--- config.mk ---
export PLATFORM = sky130hd
export DESIGN_NAME = monitor_adc_command_decoder
export DESIGN_NICKNAME = d
export VERILOG_FILES = /design/src/monitor_adc_pkg.sv /design/src/link_sync.sv /design/src/monitor_adc_command_decoder.sv
export VERILOG_INCLUDE_DIRS = /design/src
export SDC_FILE = /design/constraint.sdc
export NUM_CORES = 2
export LEC_CHECK = 0
export ABC_AREA = 1
export BUFFER_PORTS_ARGS = -buffer_cell sky130_fd_sc_hd__buf_2
export CAP_MARGIN = 30
export CORE_AREA = 5 5 381 289
export CTS_CLUSTER_DIAMETER = 80
export DETAILED_ROUTE_END_ITERATION = 8
export DIE_AREA = 0 0 386 294
export PLACE_DENSITY = 0.44
export SLEW_MARGIN = 20
export SYNTH_ARGS = -nofsm -noshare
export SYNTH_HDL_FRONTEND = slang
export SYNTH_HIERARCHICAL = 1
export SYNTH_SLANG_ARGS = --single-unit
--- constraint.sdc ---
create_clock -name clk -period 5.3 [get_ports clk]
set_input_delay 1.06 -clock clk [delete_from_list [all_inputs] [get_ports clk]]
set_output_delay 1.06 -clock clk [all_outputs]
set_load 0.005 [all_outputs]
--- src/monitor_adc_consts.svh ---
`ifndef MONITOR_ADC_CONSTS_SVH
`define MONITOR_ADC_CONSTS_SVH

// Command codes carried in the upper nibble of the command word
`define CMD_MANUAL 4'h0
`define CMD_RD_ALARM 4'h1
`define CMD_RD_DATA 4'h2
`define CMD_RD_ALL 4'h3
`define CMD_RD_CHCFG 4'h4
`define CMD_RD_GLOBAL 4'h5
`define CMD_RESET 4'h7
`define CMD_CLR_ONE 4'h8
`define CMD_CLR_ALL 4'h9
`define CMD_WR_DATA 4'ha
`define CMD_WR_ALL 4'hb
`define CMD_WR_CHCFG 4'hc
`define CMD_WR_GLOBAL 4'hd

// Channel addressing: 0 temperature, 1 supply, 2..9 analog inputs
`define CHAN_COUNT 4'ha
`define CHAN_FIRST_ANALOG 4'h2

// Byte positions inside data phases
`define BYTE_FIRST_LO 5'h01
`define BYTE_SECOND_LO 5'h03
`define BYTE_LAST 5'h04
`define DATA_BYTES 5'h14
`define BIT_LAST 3'h7

// Reset values
`define CHAN_ENABLE_RESET 12'hfff
`define INPUT_CFG_RESET 12'h000
`define SETUP_RESET 8'h00
`define LINK_IDLE 3'h1

// Field positions
`define SETUP_SCAN_BIT 2
`define DATA_PAD_BITS 6

`endif

--- src/monitor_adc_pkg.sv ---
package monitor_adc_pkg;

  // Serial link sequencing states
  typedef enum logic [4:0] {
    ST_IDLE = 5'b00001,
    ST_CMD = 5'b00010,
    ST_READ = 5'b00100,
    ST_WRITE = 5'b01000,
    ST_SKIP = 5'b10000
  } link_state_t;

endpackage

--- src/link_sync.sv ---
`include "monitor_adc_consts.svh"

module link_sync (
  // Clock, reset and enable
  input wire logic clk,
  input wire logic rst_n,
  input wire logic ce,
  // Raw pins {din, sclk, cs_n}
  input wire logic [2:0] pin_in,
  // Synchronised level and its previous value
  output logic [2:0] level,
  output logic [2:0] level_prev
);

  logic [2:0] meta;
  logic [2:0] next_meta;
  logic [2:0] next_level;
  logic [2:0] next_level_prev;

  // Two-stage chain plus one delay stage for edge detection
  always_comb begin
    next_meta = ce ? pin_in : meta;
    next_level = ce ? meta : level;
    next_level_prev = ce ? level : level_prev;
  end

  // Idle state holds chip select high
  always_ff @(posedge clk or negedge rst_n) begin
    if (!rst_n) begin
      meta <= `LINK_IDLE;
      level <= `LINK_IDLE;
      level_prev <= `LINK_IDLE;
    end else begin
      meta <= next_meta;
      level <= next_level;
      level_prev <= next_level_prev;
    end
  end

endmodule

--- src/monitor_adc_command_decoder.sv ---
`include "monitor_adc_consts.svh"

module monitor_adc_command_decoder (
  // Clock, reset and clock enable
  input wire logic clk,
  input wire logic rst_n,
  input wire logic ce,
  // Serial link pins
  input wire logic cs_n,
  input wire logic sclk,
  input wire logic din,
  output logic dout,
  output logic dout_oe,
  // Conversion engine
  input wire logic result_valid,
  input wire logic [3:0] result_channel,
  input wire logic [9:0] result_data,
  output logic conv_start,
  output logic [3:0] conv_channel,
  // Alarm and fault counter logic
  input wire logic [23:0] alarm_status,
  output logic alarm_clear,
  output logic [3:0] alarm_clear_channel,
  output logic alarm_clear_all,
  // Configuration seen by the scan logic
  output logic [11:0] channel_enable,
  output logic [11:0] input_pair_configuration,
  output logic [7:0] setup,
  output logic [11:0] scan_enable,
  output logic shutdown
);

  // Address lies in the documented channel range
  function automatic logic addr_ok(input logic [3:0] a);
    addr_ok = a < `CHAN_COUNT;
  endfunction

  // Pair code of an analog address has its differential bit set
  function automatic logic is_diff(input logic [11:0] icfg,
                                   input logic [3:0] a);
    logic [3:0] off;
    off = a - `CHAN_FIRST_ANALOG;
    if (a < `CHAN_FIRST_ANALOG || !addr_ok(a)) begin
      is_diff = 1'b0;
    end else begin
      case (off[2:1])
        2'h0: is_diff = icfg[11];
        2'h1: is_diff = icfg[8];
        2'h2: is_diff = icfg[5];
        default: is_diff = icfg[2];
      endcase
    end
  endfunction

  // Ten-bit result left aligned in a two-byte word
  function automatic logic [15:0] pad(input logic [9:0] d);
    pad = {d, `DATA_PAD_BITS'h0};
  endfunction

  // Ten-bit value taken from a left-aligned two-byte word
  function automatic logic [9:0] unpad(input logic [15:0] w);
    unpad = w[15:6];
  endfunction

  logic [2:0] lvl;
  logic [2:0] lvl_prev;
  logic cs_hi;
  logic cs_rise;
  logic sclk_rise;
  logic sclk_fall;
  logic din_s;

  monitor_adc_pkg::link_state_t state, next_state;
  logic [2:0] bit_cnt, next_bit_cnt;
  logic [4:0] byte_cnt, next_byte_cnt;
  logic [7:0] shift_in, next_shift_in;
  logic [7:0] shift_out, next_shift_out;
  logic [7:0] cmd, next_cmd;
  logic [7:0] hold, next_hold;
  logic next_dout;
  logic conv_pending, next_conv_pending;
  logic next_conv_start;
  logic [3:0] next_conv_channel;
  logic next_alarm_clear;
  logic [3:0] next_alarm_clear_channel;
  logic next_alarm_clear_all;
  logic [11:0] next_channel_enable;
  logic [11:0] next_input_cfg;
  logic [11:0] input_cfg_q;
  logic [7:0] next_setup;
  logic next_shutdown;
  logic [9:0] data_mem [10];
  logic [9:0] next_data_mem [10];
  logic [15:0] upper [10];
  logic [15:0] next_upper [10];
  logic [15:0] lower [10];
  logic [15:0] next_lower [10];
  logic [7:0] ch_cfg [10];
  logic [7:0] next_ch_cfg [10];
  logic [159:0] rd_vec;
  logic [7:0] rd_byte;
  logic [7:0] in_byte;
  logic [15:0] in_word;
  logic [3:0] ch;

  // Pin synchroniser
  link_sync u_sync (
    .clk(clk),
    .rst_n(rst_n),
    .ce(ce),
    .pin_in({din, sclk, cs_n}),
    .level(lvl),
    .level_prev(lvl_prev)
  );

  // Link events from synchronised pins
  assign cs_hi = lvl[0];
  assign cs_rise = lvl[0] & ~lvl_prev[0];
  assign sclk_rise = lvl[1] & ~lvl_prev[1];
  assign sclk_fall = ~lvl[1] & lvl_prev[1];
  assign din_s = lvl[2];
  assign dout_oe = ~cs_hi;
  assign input_pair_configuration = input_cfg_q;
  assign ch = cmd[3:0];
  assign in_byte = {shift_in[6:0], din_s};
  assign in_word = {hold, in_byte};

  // Scan enables with reserved and ignored odd bits masked
  always_comb begin
    scan_enable = channel_enable & 12'hffc;
    for (int k = 1; k < 8; k += 2) begin
      if (is_diff(input_cfg_q, 4'(k + 2))) begin
        scan_enable[9 - k] = 1'b0;
      end
    end
  end

  // Read image, left aligned, selected by command
  always_comb begin
    rd_vec = '0;
    case (cmd[7:4])
      `CMD_RD_ALARM: rd_vec[159:136] = alarm_status;
      `CMD_RD_DATA: begin
        if (addr_ok(ch)) begin
          rd_vec[159:144] = pad(data_mem[ch]);
        end
      end
      `CMD_RD_ALL: begin
        for (int i = 0; i < 10; i++) begin
          rd_vec[159 - 16 * i -: 16] = pad(data_mem[i]);
        end
      end
      `CMD_RD_CHCFG: begin
        if (addr_ok(ch)) begin
          rd_vec[159:120] = {upper[ch], lower[ch], ch_cfg[ch]};
        end
      end
      `CMD_RD_GLOBAL: begin
        rd_vec[159:120] = {4'h0, channel_enable, 4'h0, input_cfg_q,
                           setup};
      end
      default: rd_vec = '0;
    endcase
    if (byte_cnt < `DATA_BYTES) begin
      rd_byte = rd_vec[8'(8'd159 - {byte_cnt, 3'h0}) -: 8];
    end else begin
      rd_byte = 8'h00;
    end
  end

  // Command sequencing and register update
  always_comb begin
    next_state = state;
    next_bit_cnt = bit_cnt;
    next_byte_cnt = byte_cnt;
    next_shift_in = shift_in;
    next_shift_out = shift_out;
    next_cmd = cmd;
    next_hold = hold;
    next_dout = dout;
    next_conv_pending = conv_pending;
    next_conv_start = 1'b0;
    next_conv_channel = conv_channel;
    next_alarm_clear = 1'b0;
    next_alarm_clear_channel = alarm_clear_channel;
    next_alarm_clear_all = 1'b0;
    next_channel_enable = channel_enable;
    next_input_cfg = input_cfg_q;
    next_setup = setup;
    next_shutdown = shutdown;
    next_data_mem = data_mem;
    next_upper = upper;
    next_lower = lower;
    next_ch_cfg = ch_cfg;
    if (result_valid && addr_ok(result_channel)) begin
      next_data_mem[result_channel] = result_data;
    end
    if (cs_hi) begin
      next_state = monitor_adc_pkg::ST_IDLE;
      next_bit_cnt = 3'h0;
      next_byte_cnt = 5'h00;
      next_dout = 1'b0;
      if (cs_rise && conv_pending) begin
        next_conv_pending = 1'b0;
        next_conv_start = 1'b1;
      end
    end else begin
      case (state)
        monitor_adc_pkg::ST_IDLE: begin
          next_state = monitor_adc_pkg::ST_CMD;
          next_conv_pending = 1'b0;
        end
        monitor_adc_pkg::ST_CMD: begin
          if (sclk_rise) begin
            next_shift_in = in_byte;
            next_bit_cnt = bit_cnt + 3'h1;
            if (bit_cnt == `BIT_LAST) begin
              next_cmd = in_byte;
              next_state = monitor_adc_pkg::ST_SKIP;
              case (in_byte[7:4])
                `CMD_MANUAL: begin
                  if (!setup[`SETUP_SCAN_BIT] &&
                      addr_ok(in_byte[3:0]) &&
                      !(in_byte[0] && is_diff(input_cfg_q,
                                              in_byte[3:0]))) begin
                    next_conv_pending = 1'b1;
                    next_conv_channel = in_byte[3:0];
                  end
                end
                `CMD_RD_ALARM, `CMD_RD_DATA, `CMD_RD_ALL, `CMD_RD_CHCFG,
                `CMD_RD_GLOBAL: next_state = monitor_adc_pkg::ST_READ;
                `CMD_RESET: begin
                  next_channel_enable = `CHAN_ENABLE_RESET;
                  next_input_cfg = `INPUT_CFG_RESET;
                  next_setup = `SETUP_RESET;
                  next_shutdown = 1'b1;
                  next_alarm_clear_all = 1'b1;
                  next_data_mem = '{default: '0};
                  next_upper = '{default: '0};
                  next_lower = '{default: '0};
                  next_ch_cfg = '{default: '0};
                end
                `CMD_CLR_ONE: begin
                  if (addr_ok(in_byte[3:0])) begin
                    next_alarm_clear = 1'b1;
                    next_alarm_clear_channel = in_byte[3:0];
                  end
                end
                `CMD_CLR_ALL: next_alarm_clear_all = 1'b1;
                `CMD_WR_DATA, `CMD_WR_ALL, `CMD_WR_CHCFG,
                `CMD_WR_GLOBAL: next_state = monitor_adc_pkg::ST_WRITE;
                default: next_state = monitor_adc_pkg::ST_SKIP;
              endcase
            end
          end
        end
        monitor_adc_pkg::ST_READ: begin
          if (sclk_fall) begin
            if (bit_cnt == 3'h0) begin
              next_dout = rd_byte[7];
              next_shift_out = {rd_byte[6:0], 1'b0};
            end else begin
              next_dout = shift_out[7];
              next_shift_out = {shift_out[6:0], 1'b0};
            end
            next_bit_cnt = bit_cnt + 3'h1;
            if (bit_cnt == `BIT_LAST && byte_cnt < `DATA_BYTES) begin
              next_byte_cnt = byte_cnt + 5'h01;
            end
          end
        end
        monitor_adc_pkg::ST_WRITE: begin
          if (sclk_rise) begin
            next_shift_in = in_byte;
            next_bit_cnt = bit_cnt + 3'h1;
            if (bit_cnt == `BIT_LAST && byte_cnt < `DATA_BYTES) begin
              next_hold = in_byte;
              next_byte_cnt = byte_cnt + 5'h01;
              case (cmd[7:4])
                `CMD_WR_DATA: begin
                  if (byte_cnt == `BYTE_FIRST_LO && addr_ok(ch)) begin
                    next_data_mem[ch] = unpad(in_word);
                  end
                end
                `CMD_WR_ALL: begin
                  if (byte_cnt[0]) begin
                    next_data_mem[byte_cnt[4:1]] = unpad(in_word);
                  end
                end
                `CMD_WR_CHCFG: begin
                  if (addr_ok(ch)) begin
                    if (byte_cnt == `BYTE_FIRST_LO) begin
                      next_upper[ch] = in_word;
                    end
                    if (byte_cnt == `BYTE_SECOND_LO) begin
                      next_lower[ch] = in_word;
                    end
                    if (byte_cnt == `BYTE_LAST) begin
                      next_ch_cfg[ch] = in_byte;
                    end
                    if (byte_cnt == `BYTE_FIRST_LO ||
                        byte_cnt == `BYTE_SECOND_LO ||
                        byte_cnt == `BYTE_LAST) begin
                      next_alarm_clear = 1'b1;
                      next_alarm_clear_channel = ch;
                    end
                  end
                end
                `CMD_WR_GLOBAL: begin
                  if (byte_cnt == `BYTE_FIRST_LO) begin
                    next_channel_enable = in_word[11:0];
                  end
                  if (byte_cnt == `BYTE_SECOND_LO) begin
                    next_input_cfg = in_word[11:0];
                  end
                  if (byte_cnt == `BYTE_LAST) begin
                    next_setup = in_byte;
                    next_shutdown = 1'b0;
                  end
                end
                default: next_hold = in_byte;
              endcase
            end
          end
        end
        monitor_adc_pkg::ST_SKIP: next_state = monitor_adc_pkg::ST_SKIP;
        default: next_state = monitor_adc_pkg::ST_IDLE;
      endcase
    end
  end

  // State registers, frozen while the clock enable is low
  always_ff @(posedge clk or negedge rst_n) begin
    if (!rst_n) begin
      state <= monitor_adc_pkg::ST_IDLE;
      bit_cnt <= 3'h0;
      byte_cnt <= 5'h00;
      shift_in <= 8'h00;
      shift_out <= 8'h00;
      cmd <= 8'h00;
      hold <= 8'h00;
      dout <= 1'b0;
      conv_pending <= 1'b0;
      conv_start <= 1'b0;
      conv_channel <= 4'h0;
      alarm_clear <= 1'b0;
      alarm_clear_channel <= 4'h0;
      alarm_clear_all <= 1'b0;
      channel_enable <= `CHAN_ENABLE_RESET;
      input_cfg_q <= `INPUT_CFG_RESET;
      setup <= `SETUP_RESET;
      shutdown <= 1'b1;
      data_mem <= '{default: '0};
      upper <= '{default: '0};
      lower <= '{default: '0};
      ch_cfg <= '{default: '0};
    end else if (ce) begin
      state <= next_state;
      bit_cnt <= next_bit_cnt;
      byte_cnt <= next_byte_cnt;
      shift_in <= next_shift_in;
      shift_out <= next_shift_out;
      cmd <= next_cmd;
      hold <= next_hold;
      dout <= next_dout;
      conv_pending <= next_conv_pending;
      conv_start <= next_conv_start;
      conv_channel <= next_conv_channel;
      alarm_clear <= next_alarm_clear;
      alarm_clear_channel <= next_alarm_clear_channel;
      alarm_clear_all <= next_alarm_clear_all;
      channel_enable <= next_channel_enable;
      input_cfg_q <= next_input_cfg;
      setup <= next_setup;
      shutdown <= next_shutdown;
      data_mem <= next_data_mem;
      upper <= next_upper;
      lower <= next_lower;
      ch_cfg <= next_ch_cfg;
    end
  end
endmodule

After elaboration in Yosys (flattened, before gate mapping)
Index checks and enable logic that the tools add are counted.
- register bits after elaboration: 598
- latch bits: 0
- bits in writable memories: 0
- bits in read-only memories: 0
- input port bits: 45
- output and inout bits: 58
- word-level logic and storage cells: 356
- memories kept: 0
- $add $sub $neg: 4
- $mul: 0
- divide/modulo/power cells: 0
- $lt $le $gt $ge: 11
- eq/ne operators: 55
- shifts and indexed selects: 1
- multiplexer cells: 167
- bitwise gates (word level): 10
- reductions and logical operators: 47
- operators by type and width (operator ; count):
    $mux 160 ; 13
    $mux 100 ; 9
    $mux 80 ; 8
    $pmux 160 s2 ; 2
    $pmux 100 s2 ; 2
    $bwmux 160 ; 2
    $bwmux 100 ; 3
    $mux 12 ; 14
    $shiftx 167x9->8 ; 1
    $pmux 80 s2 ; 1
    $bmux 16 s4 ; 2
    $demux 10 s4 ; 3
    $mux 120 ; 1
    $mux 16 ; 6
    $mux 8 ; 12
    $bwmux 80 ; 1
    $pmux 16 s5 ; 1
    $demux 16 s4 ; 1
    $mux 10 ; 5
    $pmux 12 s2 ; 2
    $pmux 16 s3 ; 1
    $mux 1 ; 44
    $bmux 10 s4 ; 1
    $eq 4x4->1 const B ; 10
    other kinds (59) ; 150

Logic depth before layout (Yosys ltp)
- word-level depth: 18
- mapped depth: 21
- mapped depth without buffers: 19

Modules after synthesis
Netlist, hierarchy kept.
- by module, submodules not included (module ; times used ; cells each ; area each (um2) ; sequential area each (um2)):
    monitor_adc_command_decoder ; 1 ; 4070 ; 31233.7 ; 14756.7
    link_sync ; 1 ; 38 ; 345.3 ; 229.0

Worst setup path after synthesis
OpenSTA, ideal clock, no wires.
- path kind: input port to flip-flop
- start: in ce
- end: reg lower[148] (netlist bit)
- setup time: 0.133 ns
- data arrival time: 2.443 ns
- data required time: 5.167 ns
- path slack: 2.724 ns
- cell stages on the path: 10
- buffers on the path: 1
- cells stage by stage: inv_2 -> nor2_1 -> inv_1 -> nor2_1 -> nand4_2 -> nor2_1 -> inv_2 -> buf_2 -> nand2_1 -> o21ai_0
- cells in the longest elaborated chain, start to end: 1
- RTL lines (item ; RTL line ; RTL):
    start, declared ; monitor_adc_command_decoder.sv:7 ; input wire logic ce,
    $reduce_and 11->1 (no line) ; - ;
    end signal, assigned ; monitor_adc_command_decoder.sv:378 ; lower <= next_lower;
    end, declared ; monitor_adc_command_decoder.sv:96 ; logic [15:0] lower [10];
Every way passes these cells.
A chain may end at the register's enable or synchronous reset.

Worst setup path after layout
- start: reg cmd[0]
- end: reg shift_out[3]
- cells in the longest elaborated chain, start to end: 9
- elaborated cells on any way between the ends: 22
- those cells by class: order compare: 1; shift: 1; mux: 19; bitwise: 1
- RTL lines (item ; RTL line ; RTL):
    start, declared ; monitor_adc_command_decoder.sv:78 ; logic [7:0] cmd, next_cmd;
    start signal, assigned ; monitor_adc_command_decoder.sv:363 ; cmd <= next_cmd;
    $not 4->5 (not written as such) ; monitor_adc_command_decoder.sv:145, monitor_adc_command_decoder.sv:155 ;
    $bmux 16 s4, or another cell as far along ; monitor_adc_command_decoder.sv:155 ; rd_vec[159:120] = {upper[ch], lower[ch], ch_cfg[ch]};
    $mux 16 (not written as such), or another cell as far along (2 in series) ; monitor_adc_command_decoder.sv:155 ;
    $mux 40 / $mux 16 (equally long branches) ; monitor_adc_command_decoder.sv:154, monitor_adc_command_decoder.sv:144 ;
    $pmux 16 s5, or another cell as far along ; monitor_adc_command_decoder.sv:141 ; case (cmd[7:4])
    $shiftx 167x9->8 * ; monitor_adc_command_decoder.sv:165 ; rd_byte = rd_vec[8'(8'd159 - {byte_cnt, 3'h0}) -: 8];
    $mux 8 * ; monitor_adc_command_decoder.sv:164 ; if (byte_cnt < `DATA_BYTES) begin
    $mux 8 * ; monitor_adc_command_decoder.sv:259 ; if (bit_cnt == 3'h0) begin
    end signal, assigned ; monitor_adc_command_decoder.sv:362 ; shift_out <= next_shift_out;
    end, declared ; monitor_adc_command_decoder.sv:77 ; logic [7:0] shift_out, next_shift_out;
Every way passes the cells marked *; elsewhere a longest branch is shown, timed or not. The select of a mux whose other input is x is not followed.

==> flow_summary.ini <==
[run_status]
status = complete, no violations

[hold_path]
hold_class = input port to asynchronous set/reset pin

[floorplan]
die_w_um = 386
core_mm2 = 0.106
initial_utilization_pct = 29.7
die_h_um = 294
core.rowCount = 104
die-area_mm2 = 0.113
ios = 103

[setup_path]
reg2reg_from = cmd[0]$_DFFE_PN0P_
critPathCaptureType = flip-flop
start_kind = flip-flop
ff2ff_setup_slack_ps = 1180
worstPathArrival_ps = 4710
worst-setup-path-type = flip-flop to flip-flop
startpoint = cmd[0]$_DFFE_PN0P_
crit_fanout = 38
worstPathRequired_ps = 5890
cp_common_cell = nand2_1
cp_slowest_cell = dfrtp_4
crit_chain = inv_2 -> nor2_4 -> buf_4 -> nand2_1 -> o21ai_0 -> o21ai_0 -> nand3_1 -> nand2_1 -> nand3_1 -> nand2_1 -> nand2_1 -> nand2_1 -> nand2_1 -> nand2_1 -> a21oi_1
cp_slowest_stage_delay_ps = 790

[clock_tree]
clk-insertion-delay-late_ps = 670
cts.htree.levels = 3
cts_buffer_depth = 3
cts-resized-gates = 0
hold_buffers = 0
cts_buffers = 71
cts_root_buf = clkbuf_16
cts_setup_buffers = 0
cts_num_sinks = 597
cts_tree = yes
clk_pin_slew_ps = 60

[sta]
max_freq_mhz = 243
relSlewSlack_pct = 26.0
period_share_pct = 77.8
grt_setup_unrepaired = false
drv_slew = 0
holdWs_ps = 450
fin_crit_ps = 4120
setup_violations = 0
hold_viol = 0
clock_skew_ps = 30.1
tns_ps = 0
worstMarginPinSlew_ps = 1100

[cells_and_area]
syn2layout_area_growth_pct = 15.0
multiInputGateArea_mm2 = 0.0143
fin_util_pct = 34.1
regArea_mm2 = 0.0150
drive_gt1_share_pct = 10.5
fillerInstances = 11400
fin_nets = 4191

[global_route]
grt_pass1_vias = 29600
grt_start_max_net_pins = 101
gr-usage-all-layers_pct = 26.7
overflow = 0
antenna_found_initial = 0
grt_pass1_wl_mm = 222

[power]
power.density_mw_per_mm2 = 406
vdd_drop_max_v = 0.000207
p_leak_nw = 16.0

[logic_synthesis]
avgSynthCellArea_um2 = 7.69
syn-cell-area_mm2 = 0.0315
syn_inst = 4104
ys_warn_count = 6

[detailed_routing]
routed_wl_mm = 155
drcViolationCount = 0
ant_nets = 0
dr.pass1.iters = 6
drt_iter0_drc = 4094
wire_per_inst_um = 27.5
viasPerCell = 5.56
dr_total_vias = 31300

[job]
maxCapViolCount = 0

[placed_design]
port_buffers = 100
place_hpwl_mm = 108
gp_congestion = 1.00
==> layer usage <==
metal  GRT usage [%]  share of wire (%)  up-vias  wire (um)
met5               0                  0        -          0
met4            6.05                2.4        0       3650
met3            7.37                 10      207      15900
met2            36.4                 39     1589      61000
met1            41.4                 48    15600      73900
li1                -                  -    13900          -
==> layout by cell type, fill, tap and decap left out, types with 28 or more instances in the layout <==
master and instances:
o21ai_0 601, nand3_1 126, buf_4 95, o21ai_1 34, a22oi_1 120, o221ai_1 79, buf_2 99, a21oi_1 155
nor3_1 28, inv_1 295, nand2_1 1260, clkbuf_16 71, dfrtp_1 578, nor2_1 213, o22ai_1 113
==> worst max-delay path, delay by kind of cell (launching register included) <==
family / cells / cell delay, ps
AOI/OAI and AO/OA: 3 / 560
DFF: 1 / 790
buffers and inverters: 2 / 930
and+or+nand+nor: 10 / 1730
==> through the flow <==
step	power, mW	worst slack, ps	instances	instance area [um^2]
after floorplan	7.88	2720	4105	31500
after global placement	9.44	1380	5484	33700
after detailed placement	9.43	1360	5489	33800
after CTS	14.7	1330	5615	36200
after global routing	15.4	1090	5621	36300
final	14.7	1180	5622	36300
==> path summary, 6_finish.rpt <==
check / end / cells after the start
max: shift_out[3]$_DFFE_PN0P_ / 15
min: upper[143]$_DFFE_PN0P_ / 1
max reg2reg: shift_out[3]$_DFFE_PN0P_ / 15
min reg2reg: u_sync/meta[0]$_DFFE_PN1P_ / 2
max in group asynchronous: byte_cnt[1]$_DFFE_PN0P_ / 2
min in group clk: u_sync/meta[0]$_DFFE_PN1P_ / 2
==> registers in the layout, summed over array words and instances, names as in the netlist, 2 cells and up <==
register / cells
lower: 160
state: 5
alarm_clear_channel: 4
channel_enable: 12
input_pair_configuration: 12
hold: 8
u_sync/meta: 3
conv_channel: 4
shift_in: 7
bit_cnt: 3
u_sync/level_prev: 2
u_sync/level: 3
setup: 8
ch_cfg: 80
cmd: 8
data_mem: 100
upper: 160
shift_out: 7
byte_cnt: 5
==> cell type report <==
type / instances / share of cell area, %
Antenna cell: 1 / 0.00690
Clock buffer: 102 / 5.63
Clock inverter: 24 / 0.994
Inverter: 326 / 3.39
Multi-Input combinational cell: 2927 / 39.4
Sequential cell: 597 / 41.3
Tap cell: 1431 / 4.94
Timing Repair Buffer: 214 / 4.33
==> report_power, final <==
part / internal [mW] / switching [mW] / leakage, nW
Combinational: 1.09 / 2.64 / 6.85
Clock: 2.96 / 2.24 / 1.17
Sequential: 5.27 / 0.529 / 8.01
(Power assumes the default switching activity.)
